<file path="src/flash_host_pkg.sv">
`default_nettype none
package flash_host_pkg;
    // register byte offsets on the apb side
    localparam logic [7:0] REG_CTRL = 8'h00;
    localparam logic [7:0] REG_ADDR = 8'h04;
    localparam logic [7:0] REG_WDATA = 8'h08;
    localparam logic [7:0] REG_STATUS = 8'h0c;
    localparam logic [7:0] REG_RDATA = 8'h10;
    localparam logic [7:0] REG_CONFIG = 8'h14;
    // status field positions
    localparam int ST_BUSY = 0;
    localparam int ST_DONE = 1;
    localparam int ST_REFUSED = 2;
    localparam int ST_AUTOSEL = 3;
    localparam int ST_BYPASS = 4;
    localparam int ST_RDYPIN = 5;
    localparam int ST_ABORTED = 6;
    // config field positions
    localparam int CF_BYTE = 0;
    localparam int CF_HWRST = 1;
    localparam int CF_VID = 2;
    localparam logic [2:0] CONFIG_RESET = 3'h0;
    // operation codes written to the control register
    localparam logic [2:0] OP_READ = 3'h0;
    localparam logic [2:0] OP_RESET = 3'h1;
    localparam logic [2:0] OP_PROGRAM = 3'h2;
    localparam logic [2:0] OP_AUTOSEL = 3'h3;
    localparam logic [2:0] OP_BYPASS = 3'h4;
    localparam logic [2:0] OP_BYPPROG = 3'h5;
    localparam logic [2:0] OP_BYPEXIT = 3'h6;
    // command data values
    localparam logic [15:0] CMD_RESET = 16'h00f0;
    localparam logic [15:0] CMD_PROGRAM = 16'h00a0;
    localparam logic [15:0] CMD_AUTOSEL = 16'h0090;
    localparam logic [15:0] CMD_BYPASS = 16'h0020;
    localparam logic [15:0] CMD_BYPEXIT1 = 16'h0090;
    localparam logic [15:0] CMD_BYPEXIT2 = 16'h0000;
    localparam logic [15:0] UNLOCK_DATA1_DEF = 16'h00aa;
    localparam logic [15:0] UNLOCK_DATA2_DEF = 16'h0055;
    localparam logic [19:0] UNLOCK_ADDR1_DEF = 20'h00555;
    localparam logic [19:0] UNLOCK_ADDR2_DEF = 20'h002aa;
    // bus timing, in ns and in clock cycles rounded up
    localparam int CLK_PERIOD_NS = 25;
    localparam int T_SETUP_NS = 25;
    localparam int T_PULSE_NS = 60;
    localparam int T_HOLD_NS = 25;
    localparam int T_BUSY_NS = 100;
    localparam logic [7:0] SETUP_CYC = 8'((T_SETUP_NS + CLK_PERIOD_NS - 1) / CLK_PERIOD_NS);
    localparam logic [7:0] PULSE_CYC = 8'((T_PULSE_NS + CLK_PERIOD_NS - 1) / CLK_PERIOD_NS);
    localparam logic [7:0] HOLD_CYC = 8'((T_HOLD_NS + CLK_PERIOD_NS - 1) / CLK_PERIOD_NS);
    localparam logic [7:0] BUSY_CYC = 8'((T_BUSY_NS + CLK_PERIOD_NS - 1) / CLK_PERIOD_NS);
    // one bus cycle of a command sequence
    typedef struct packed {
        logic rd;
        logic [19:0] addr;
        logic [15:0] data;
    } bus_cycle_t;
    typedef enum logic [2:0] {S_IDLE, S_SETUP, S_PULSE, S_HOLD, S_BUSYW} seq_state_t;
endpackage : flash_host_pkg
`default_nettype wire

</file>
<file path="src/flash_host.sv">
`default_nettype none
// Behaviour
// no command accepted during power-up strobes
// device starts in array read
// high reset voltage unprotects sectors temporarily
// bad or misordered write returns array read
// address on later fall, data earlier rise
// embedded operation ends in array read
// erase-suspend reads give status in suspended sectors
// reset command anywhere restores array read; the host refuses it in bypass mode
// reset aborts sequences, ignored once running
// autoselect held until reset command
// reset after fault bit restores read
// unlock plus autoselect enters autoselect mode
// autoselect addresses give identification codes
// sector plus 02h reads protection state
// program is four writes, last starts algorithm
// byte pin picks word or byte programming
// commands ignored while program runs
// hardware reset kills program, reissue afterwards
// programming cannot turn zero into one
// unlock plus 20h enters bypass mode
// bypass program is A0h then address/data
// bypass accepts program and 90h,00h exit only
// write needs chip select, write low, output high
// unlock values are decoder parameters, matched exactly
module flash_host import flash_host_pkg::*; #(
    parameter logic [19:0] UNLOCK_ADDR1 = UNLOCK_ADDR1_DEF,
    parameter logic [19:0] UNLOCK_ADDR2 = UNLOCK_ADDR2_DEF,
    parameter logic [15:0] UNLOCK_DATA1 = UNLOCK_DATA1_DEF,
    parameter logic [15:0] UNLOCK_DATA2 = UNLOCK_DATA2_DEF
) (
    input wire logic clk,
    input wire logic srst,
    input wire logic psel,
    input wire logic penable,
    input wire logic pwrite,
    input wire logic [7:0] paddr,
    input wire logic [31:0] pwdata,
    output logic [31:0] prdata,
    output logic pready,
    output logic pslverr,
    output logic flashCeN,
    output logic flashWeN,
    output logic flashOeN,
    output logic [19:0] flashAddr,
    output logic [15:0] flashDqOut,
    output logic flashDqOeN,
    input wire logic [15:0] flashDqIn,
    output logic flashByteN,
    output logic flashResetN,
    output logic flashVidEn,
    input wire logic readyBusy
);
    seq_state_t state_r, state_nxt;
    logic [7:0] cnt_r, cnt_nxt;
    logic [1:0] step_r, step_nxt;
    logic [2:0] op_r, op_nxt;
    logic [2:0] ctrlOp_r;
    logic [19:0] addr_r;
    logic [15:0] wdata_r, rdata_r;
    logic [2:0] config_r;
    logic done_r, refused_r, aborted_r, autosel_r, bypass_r;
    logic pready_r, pslverr_r;
    logic [31:0] prdata_r;
    logic ceN_r, weN_r, oeN_r, dqOeN_r;
    logic [19:0] pinAddr_r;
    logic [15:0] pinData_r;
    bus_cycle_t cur, curNxt;

    // bus cycle of a given step of a given operation
    function automatic bus_cycle_t stepOf(input logic [2:0] op, input logic [1:0] idx,
                                          input logic [19:0] a, input logic [15:0] d);
        bus_cycle_t c;
        c = '{rd: 1'b0, addr: UNLOCK_ADDR1, data: UNLOCK_DATA1};
        unique case (op)
            OP_READ: c = '{rd: 1'b1, addr: a, data: 16'h0000};
            OP_RESET: c.data = CMD_RESET;
            OP_BYPPROG: c = (idx == 2'd0) ? '{rd: 1'b0, addr: UNLOCK_ADDR1, data: CMD_PROGRAM}
                                          : '{rd: 1'b0, addr: a, data: d};
            OP_BYPEXIT: c.data = (idx == 2'd0) ? CMD_BYPEXIT1 : CMD_BYPEXIT2;
            default: begin
                // unlock pair then command, program adds address/data
                if (idx == 2'd1) begin
                    c = '{rd: 1'b0, addr: UNLOCK_ADDR2, data: UNLOCK_DATA2};
                end else if (idx == 2'd2) begin
                    c.data = (op == OP_PROGRAM) ? CMD_PROGRAM : (op == OP_AUTOSEL) ? CMD_AUTOSEL : CMD_BYPASS;
                end else if (idx == 2'd3) begin
                    c = '{rd: 1'b0, addr: a, data: d};
                end
            end
        endcase
        return c;
    endfunction

    // index of the final step of each operation
    function automatic logic [1:0] lastOf(input logic [2:0] op);
        logic [1:0] n;
        n = 2'd0;
        unique case (op)
            OP_PROGRAM: n = 2'd3;
            OP_AUTOSEL, OP_BYPASS: n = 2'd2;
            OP_BYPPROG, OP_BYPEXIT: n = 2'd1;
            default: n = 2'd0;
        endcase
        return n;
    endfunction

    // apb decode
    wire logic apbAccess = psel & penable & pready_r;
    wire logic apbWr = apbAccess & pwrite;
    wire logic addrHit = (paddr == REG_CTRL) | (paddr == REG_ADDR) | (paddr == REG_WDATA) |
                         (paddr == REG_STATUS) | (paddr == REG_RDATA) | (paddr == REG_CONFIG);
    wire logic hwReset = config_r[CF_HWRST];
    wire logic startReq = apbWr & (paddr == REG_CTRL);
    wire logic [2:0] reqOp = pwdata[2:0];
    wire logic isBypassOp = (reqOp == OP_BYPPROG) | (reqOp == OP_BYPEXIT);
    // mode guard: bypass allows only its own ops and reads, autoselect only reset and reads
    wire logic opLegal = (reqOp == OP_READ) |
                         (bypass_r ? isBypassOp : (!isBypassOp && reqOp != 3'h7 &&
                                                   (!autosel_r || reqOp == OP_RESET))); // see R10
    wire logic accept = startReq & (state_r == S_IDLE) & opLegal & !hwReset;
    wire logic refuse = startReq & !accept;
    wire logic isLast = (step_r == lastOf(op_r));
    wire logic needsWait = (op_r == OP_PROGRAM) | (op_r == OP_BYPPROG);
    wire logic finish = ((state_r == S_HOLD) && (cnt_r == 8'd0) && isLast && !needsWait) ||
                        ((state_r == S_BUSYW) && (cnt_r == 8'd0) && readyBusy);
    wire logic [31:0] statusWord = {25'h0000000, aborted_r, readyBusy, bypass_r, autosel_r,
                                    refused_r, done_r, state_r != S_IDLE};
    assign cur = stepOf(op_r, step_r, addr_r, wdata_r);
    assign curNxt = stepOf(op_nxt, step_nxt, addr_r, wdata_r);

    // bus cycle sequencer; hardware reset abandons whatever runs
    always_comb begin
        state_nxt = state_r;
        cnt_nxt = (cnt_r == 8'd0) ? 8'd0 : cnt_r - 8'd1;
        step_nxt = step_r;
        op_nxt = op_r;
        if (hwReset) begin
            state_nxt = S_IDLE;
        end else begin
            unique case (state_r)
                S_IDLE: if (accept) begin
                    state_nxt = S_SETUP;
                    op_nxt = reqOp;
                    step_nxt = 2'd0;
                    cnt_nxt = SETUP_CYC - 8'd1;
                end
                S_SETUP: if (cnt_r == 8'd0) begin
                    state_nxt = S_PULSE;
                    cnt_nxt = PULSE_CYC - 8'd1;
                end
                S_PULSE: if (cnt_r == 8'd0) begin
                    state_nxt = S_HOLD;
                    cnt_nxt = HOLD_CYC - 8'd1;
                end
                S_HOLD: if (cnt_r == 8'd0) begin
                    if (!isLast) begin
                        state_nxt = S_SETUP;
                        step_nxt = step_r + 2'd1;
                        cnt_nxt = SETUP_CYC - 8'd1;
                    end else if (needsWait) begin
                        state_nxt = S_BUSYW;
                        cnt_nxt = BUSY_CYC - 8'd1;
                    end else begin
                        state_nxt = S_IDLE;
                    end
                end
                S_BUSYW: if (cnt_r == 8'd0 && readyBusy) begin
                    state_nxt = S_IDLE;
                end
            endcase
        end
    end

    // sequencer state
    always_ff @(posedge clk) begin
        if (srst) begin
            state_r <= S_IDLE;
            cnt_r <= 8'd0;
            step_r <= 2'd0;
            op_r <= OP_READ;
        end else begin
            state_r <= state_nxt;
            cnt_r <= cnt_nxt;
            step_r <= step_nxt;
            op_r <= op_nxt;
        end
    end

    // flash pins from the next state; write pulse only with oe high
    always_ff @(posedge clk) begin
        if (srst) begin
            ceN_r <= 1'b1;
            weN_r <= 1'b1;
            oeN_r <= 1'b1;
            dqOeN_r <= 1'b1;
            pinAddr_r <= 20'h00000;
            pinData_r <= 16'h0000;
        end else begin
            ceN_r <= !(state_nxt == S_SETUP || state_nxt == S_PULSE);
            weN_r <= !(state_nxt == S_PULSE && !curNxt.rd); // see R23
            oeN_r <= !(state_nxt == S_PULSE && curNxt.rd);
            dqOeN_r <= !(state_nxt != S_IDLE && state_nxt != S_BUSYW && !curNxt.rd);
            pinAddr_r <= curNxt.addr;
            pinData_r <= curNxt.data;
        end
    end

    // read capture at the end of the output enable pulse
    always_ff @(posedge clk) begin
        if (srst) begin
            rdata_r <= 16'h0000;
        end else if (state_r == S_PULSE && cnt_r == 8'd0 && cur.rd) begin
            rdata_r <= config_r[CF_BYTE] ? {8'h00, flashDqIn[7:0]} : flashDqIn;
        end
    end

    // mode tracking mirrors the device command state
    always_ff @(posedge clk) begin
        if (srst || hwReset) begin
            autosel_r <= 1'b0;
            bypass_r <= 1'b0;
        end else if (finish) begin
            if (op_r == OP_RESET) begin
                autosel_r <= 1'b0;
            end else if (op_r == OP_AUTOSEL) begin
                autosel_r <= 1'b1;
            end else if (op_r == OP_BYPASS) begin
                bypass_r <= 1'b1;
            end else if (op_r == OP_BYPEXIT) begin
                bypass_r <= 1'b0;
            end
        end
    end

    // sticky flags, write one to clear, a set in the same cycle wins
    wire logic clrWr = apbWr & (paddr == REG_STATUS);
    wire logic abortEv = hwReset & (state_r != S_IDLE);
    always_ff @(posedge clk) begin
        if (srst) begin
            done_r <= 1'b0;
            refused_r <= 1'b0;
            aborted_r <= 1'b0;
        end else begin
            done_r <= finish | (done_r & !(clrWr & pwdata[ST_DONE]));
            refused_r <= refuse | (refused_r & !(clrWr & pwdata[ST_REFUSED]));
            aborted_r <= abortEv | (aborted_r & !(clrWr & pwdata[ST_ABORTED]));
        end
    end

    // software registers and apb answer one wait cycle after setup
    always_ff @(posedge clk) begin
        if (srst) begin
            ctrlOp_r <= OP_READ;
            addr_r <= 20'h00000;
            wdata_r <= 16'h0000;
            config_r <= CONFIG_RESET;
            pready_r <= 1'b0;
            pslverr_r <= 1'b0;
            prdata_r <= 32'h00000000;
        end else begin
            pready_r <= psel & penable & !pready_r;
            pslverr_r <= psel & penable & !pready_r & !addrHit;
            if (psel && penable && !pready_r) begin
                unique case (paddr)
                    REG_CTRL: prdata_r <= {29'h00000000, ctrlOp_r};
                    REG_ADDR: prdata_r <= {12'h000, addr_r};
                    REG_WDATA: prdata_r <= {16'h0000, wdata_r};
                    REG_STATUS: prdata_r <= statusWord;
                    REG_RDATA: prdata_r <= {16'h0000, rdata_r};
                    REG_CONFIG: prdata_r <= {29'h00000000, config_r};
                    default: prdata_r <= 32'h00000000;
                endcase
            end
            if (accept) begin
                ctrlOp_r <= reqOp;
            end
            if (apbWr && paddr == REG_ADDR && state_r == S_IDLE) begin
                addr_r <= pwdata[19:0];
            end
            if (apbWr && paddr == REG_WDATA && state_r == S_IDLE) begin
                wdata_r <= pwdata[15:0];
            end
            if (apbWr && paddr == REG_CONFIG) begin
                config_r <= pwdata[2:0];
            end
        end
    end

    assign prdata = prdata_r;
    assign pready = pready_r;
    assign pslverr = pslverr_r;
    assign flashCeN = ceN_r;
    assign flashWeN = weN_r;
    assign flashOeN = oeN_r;
    assign flashAddr = pinAddr_r;
    assign flashDqOut = pinData_r;
    assign flashDqOeN = dqOeN_r;
    assign flashByteN = !config_r[CF_BYTE];
    assign flashResetN = !config_r[CF_HWRST];
    assign flashVidEn = config_r[CF_VID];

    // helper: write pulses issued in the running operation
    logic [2:0] weFalls_r;
    always_ff @(posedge clk) begin
        if (srst || accept) begin
            weFalls_r <= 3'd0;
        end else if (state_r == S_SETUP && state_nxt == S_PULSE && !cur.rd) begin
            weFalls_r <= weFalls_r + 3'd1;
        end
    end

    AST_WRITE_COMBO: assert property (@(posedge clk) disable iff (srst) !flashWeN |-> !flashCeN && flashOeN)
        else $error("write strobe without chip select or with output enable");
    AST_OE_WE_EXCL: assert property (@(posedge clk) disable iff (srst) !flashOeN |-> flashWeN && flashDqOeN)
        else $error("read strobe while writing or driving data");
    AST_PROG_FOUR: assert property (@(posedge clk) disable iff (srst)
        (state_r == S_HOLD && cnt_r == 8'd0 && op_r == OP_PROGRAM && isLast) |-> weFalls_r == 3'd4)
        else $error("program sequence not four writes");
    AST_BYP_TWO: assert property (@(posedge clk) disable iff (srst)
        (state_r == S_HOLD && cnt_r == 8'd0 && op_r == OP_BYPPROG && isLast) |-> weFalls_r == 3'd2)
        else $error("bypass program not two writes");
    AST_UNLOCK_MATCH: assert property (@(posedge clk) disable iff (srst)
        ($fell(flashWeN) && op_r == OP_PROGRAM && step_r == 2'd1) |-> flashAddr == UNLOCK_ADDR2 &&
        flashDqOut == UNLOCK_DATA2 && !flashDqOeN)
        else $error("second unlock write mismatched");
    AST_EXIT_DATA: assert property (@(posedge clk) disable iff (srst)
        ($fell(flashWeN) && op_r == OP_BYPEXIT) |-> flashDqOut == ((step_r == 2'd0) ? CMD_BYPEXIT1 : CMD_BYPEXIT2))
        else $error("bypass exit data wrong");
    AST_HWRESET_STOP: assert property (@(posedge clk) disable iff (srst)
        (hwReset && state_r != S_IDLE) |=> state_r == S_IDLE && !flashResetN ##1 flashCeN && aborted_r)
        else $error("hardware reset did not end operation");
    AST_AUTOSEL_HOLD: assert property (@(posedge clk) disable iff (srst)
        (autosel_r && !hwReset && !(finish && op_r == OP_RESET)) |=> autosel_r)
        else $error("autoselect left without reset command");
endmodule : flash_host
`default_nettype wire

</file>
<file path="config.mk">
export PLATFORM = sky130hd
export DESIGN_NAME = flash_host
export DESIGN_NICKNAME = d
export VERILOG_FILES = /design/src/flash_host_pkg.sv /design/src/flash_host.sv
export SDC_FILE = /design/constraint.sdc
export NUM_CORES = 1
export LEC_CHECK = 0
export BUFFER_PORTS_ARGS = -buffer_cell sky130_fd_sc_hd__buf_2
export CAP_MARGIN = 40
export CELL_PAD_IN_SITES_DETAIL_PLACEMENT = 1
export CELL_PAD_IN_SITES_GLOBAL_PLACEMENT = 2
export CORE_ASPECT_RATIO = 0.75
export CORE_MARGIN = 1
export CORE_UTILIZATION = 29
export CTS_CLUSTER_DIAMETER = 30
export CTS_CLUSTER_SIZE = 16
export DETAILED_ROUTE_END_ITERATION = 10
export PLACE_DENSITY_LB_ADDON = 0.1
export SLEW_MARGIN = 20
export SYNTH_ARGS = -nofsm -noshare
export SYNTH_HDL_FRONTEND = slang
export SYNTH_SLANG_ARGS = --single-unit
</file>
<file path="constraint.sdc">
create_clock -name clk -period 2.3 [get_ports clk]
set_input_delay 0.115 -clock clk [delete_from_list [all_inputs] [get_ports clk]]
set_output_delay 0.115 -clock clk [all_outputs]
set_load 0.03 [all_outputs]
</file>
==> results.json <==
{
  "holdCritStartpoint": "pwdata[2]",
  "dp_hpwl_mm": 17.3,
  "routabilityCongestion": 0.901,
  "ys_seq_area_share_pct": 45.5,
  "ir_worst_vdd_v": 0.000480,
  "port_buffers": 114,
  "ys_warn_count": 0,
  "avgSynthCellArea_um2": 8.97,
  "antenna_violating_nets_post_route": 0,
  "hp-class": "input port to flip-flop",
  "setup_slack_ps": -247,
  "die_area_um2": 22000,
  "cell_internal_pwr_w": 0.00478,
  "dp.cells": 1134,
  "required_ps": 2610,
  "rsz0062_at_grt": "yes",
  "critPathMaxStageDelay_ps": 470,
  "outcome": "finished, violations left",
  "p_per_area_nw_per_um2": 717,
  "pwr-share-clk_pct": 46.1,
  "crit_path_top_delay_cell": "nor2b_1",
  "power_w": 0.00648,
  "min_period_over_period_pct": 111,
  "ios": 139,
  "swShare_pct": 26.2,
  "synth_top_area_share_pct": 45.5,
  "final_cells": 1208,
  "die_y_um": 129,
  "synth_area_leader_cell": "dfxtp_1",
  "synth-async-reset-ratio_pct": 0,
  "vias": 5968,
  "grt_max_degree": 55,
  "wl_per_cell_um": 19.3,
  "grt_pass1_wl_mm": 35.0,
  "p_comb_share_pct": 14.1,
  "worst_hold_slack_ps": 13.0,
  "synth_ff_type": "dfxtp_1",
  "cellLeakagePower_nw": 3.82,
  "crit_path_start": "op_r[2]",
  "maxSlewHeadroom_pct": 57.2,
  "wirelength_mm": 23.3,
  "die_w_um": 171,
  "dp_slack_ps": -288,
  "hold_violations": 0,
  "cpMostUsedCell": "buf_4",
  "clock-skew-final_ps": 12.5,
  "netlist_area_um2": 6200,
  "ys_ff_latch": 141,
  "slew_viol_final": 0,
  "fp.coreArea_um2": 20600,
  "antenna_cells": 0,
  "synth_enable_flop_cells": 0,
  "fin_nets": 977,
  "cts_tree": "yes",
  "yosysMostFrequentCell": "dfxtp_1",
  "antenna_found_initial": 0,
  "drtPass1Iterations": 5,
  "ctsLongestPathBuffers": 2,
  "crit_buf_inv": 2,
  "n_fill_cell": 2377,
  "seq_power_share_pct": 39.8,
  "fin_crit_ps": 2550,
  "crit_family": "simple AND/OR/NAND/NOR gates",
  "overflow": 0,
  "yosys-top-cells-count": "141 x dfxtp_1, 114 x nor2_1, 49 x a21oi_1, 49 x mux2i_1, 46 x nand2_1",
  "numClockSinks": 141,
  "endpoint_kind": "flip-flop",
  "r2r-start": "op_r[2]",
  "ys_types": 65,
  "grt_usage_pct": 21.4,
  "tightest_slew_ps": 642,
  "violations": "negative setup slack",
  "syn_to_final_growth_pct": 45.8,
  "crit_path_start_kind": "flip-flop",
  "grt_pass1_vias": 6025,
  "drt-initial-drc-count": 344,
  "drc": 0,
  "htree_levels": 4,
  "critical_path.max_fanout": 8,
  "syn_inst": 691,
  "timing.fmax_mhz": 393,
  "numCtsBuffers": 17,
  "critPathKind": "flip-flop to flip-flop",
  "critPathArrivalTime_ps": 2860,
  "fin_setup_tns_ps": -3860,
  "core.rowCount": 45,
  "crit_chain": "buf_4, nor2b_1, xnor2_1, mux2_2, nor3_4, a2111oi_4, buf_4, a21o_1",
  "cts.reportedPaths.clkPinSlew_ps": 60,
  "synthTopCellsByArea": "dfxtp_1 46%, mux2i_1 7.9%, nor2_1 6.9%, a21oi_1 4.0%, nand2_1 2.8%",
  "setup_viol": 36,
  "drive_above_1_share_pct": 37.6,
  "maxCapViolCount": 0,
  "via_per_inst": 4.94,
  "switchingPower_w": 0.00170,
  "cts_root_buf": "clkbuf_16",
  "clk_latency_ps": 430,
  "start_util_pct": 30.1
}
-- stage by stage --
stage / cell area (um^2) / util, %
final: 9040 / 43.9
after global routing: 9040 / 43.9
after CTS: 8810 / 42.7
after detailed placement: 7650 / 37.1
after global placement: 7650 / 37.1
after floorplan: 6290 / -
-- cell type report --
type / instances / area [um^2] / share of cell area [%]
Tap cell: 282 / 353 / 3.90
Clock buffer: 17 / 425 / 4.71
Timing Repair Buffer: 252 / 1770 / 19.6
Inverter: 12 / 45.0 / 0.498
Sequential cell: 141 / 2830 / 31.3
Clock inverter: 14 / 209 / 2.31
Multi-Input combinational cell: 490 / 3410 / 37.7
-- flip-flops by register name, summed over array words and instances, names as in the netlist, 2 cells and up --
register	flops
addr_r	20
flashAddr	20
prdata	20
flashDqOut	16
rdata_r	16
wdata_r	16
cnt_r	8
config_r	3
ctrlOp_r	3
op_r	3
state_r	3
step_r	2
-- cells in the final DEF (no fill, tap or decap), drive strengths merged, types with 4 or more instances in the layout --
master	n
buf	225
dfxtp	141
nor2	114
a21oi	51
mux2i	49
nand2	49
o21ai	26
dlygate4sd3	25
nor3b	21
clkbuf	18
nand3	16
inv	16
nor3	15
a222oi	13
and3	13
conb	12
nand2b	9
a21o	8
xor2	7
xnor2	7
mux2	7
a31oi	6
a2bb2oi	5
nand4	5
clkinv	5
a22o	4
bufinv	4
a221oi	4
or2	4
-- worst register-to-register path, stage by stage (launching register included) --
cell	delay, ps
dfxtp_1	400
buf_4	220
nor2b_1	470
xnor2_1	250
mux2_2	390
nor3_4	290
a2111oi_4	80
buf_4	190
a21o_1	160
-- power groups by stage --
stage,clock network (W),logic [W],registers [W]
after floorplan,0,0.000506,0.00265
after global placement,0,0.000817,0.00263
after detailed placement,0,0.000853,0.00263
after CTS,0.00304,0.000909,0.00258
after global routing,0.00316,0.00100,0.00259
final,0.00298,0.000916,0.00258
-- metal layers --
metal | part of all wire [%] | GRT usage (%) | up-vias
met1 | 53 | 32.1 | 2936
met3 | 4.2 | 4.03 | 21
met4 | 1.2 | 5.14 | 0
met2 | 42 | 31.1 | 143
met5 | 0 | 0 | -
li1 | - | - | 2868
-- kinds of logic after synthesis --
group           synth area share (%)
other cells                   0.0605
mux                             9.19
flops                           45.5
simple gates                    21.6
buf+inv                         5.49
fa+ha+maj                      0.202
xor+xnor                        1.98
compound gates                  15.9
-- path summary, 6_finish.rpt --
kind	end	slack, ps	depth (start not counted)
setup / recovery	flashAddr[4]	-250	8
hold / removal	config_r[2]	10	3
setup reg to reg	flashAddr[4]	-250	8
hold reg to reg	prdata[16]	450	2
-- timing repair --
action / 4_1_cts / 5_1_grt
setup endpoints to repair: 39 / 42
gates cloned: 1 / 1
buffers inserted: 11 / 7
resized for setup: 37 / 53
pin swaps: 14 / 23
hold buffers: 25 / 0
hold endpoints to repair: 36 / 0
Note: power is estimated with default switching activity, not from simulation.
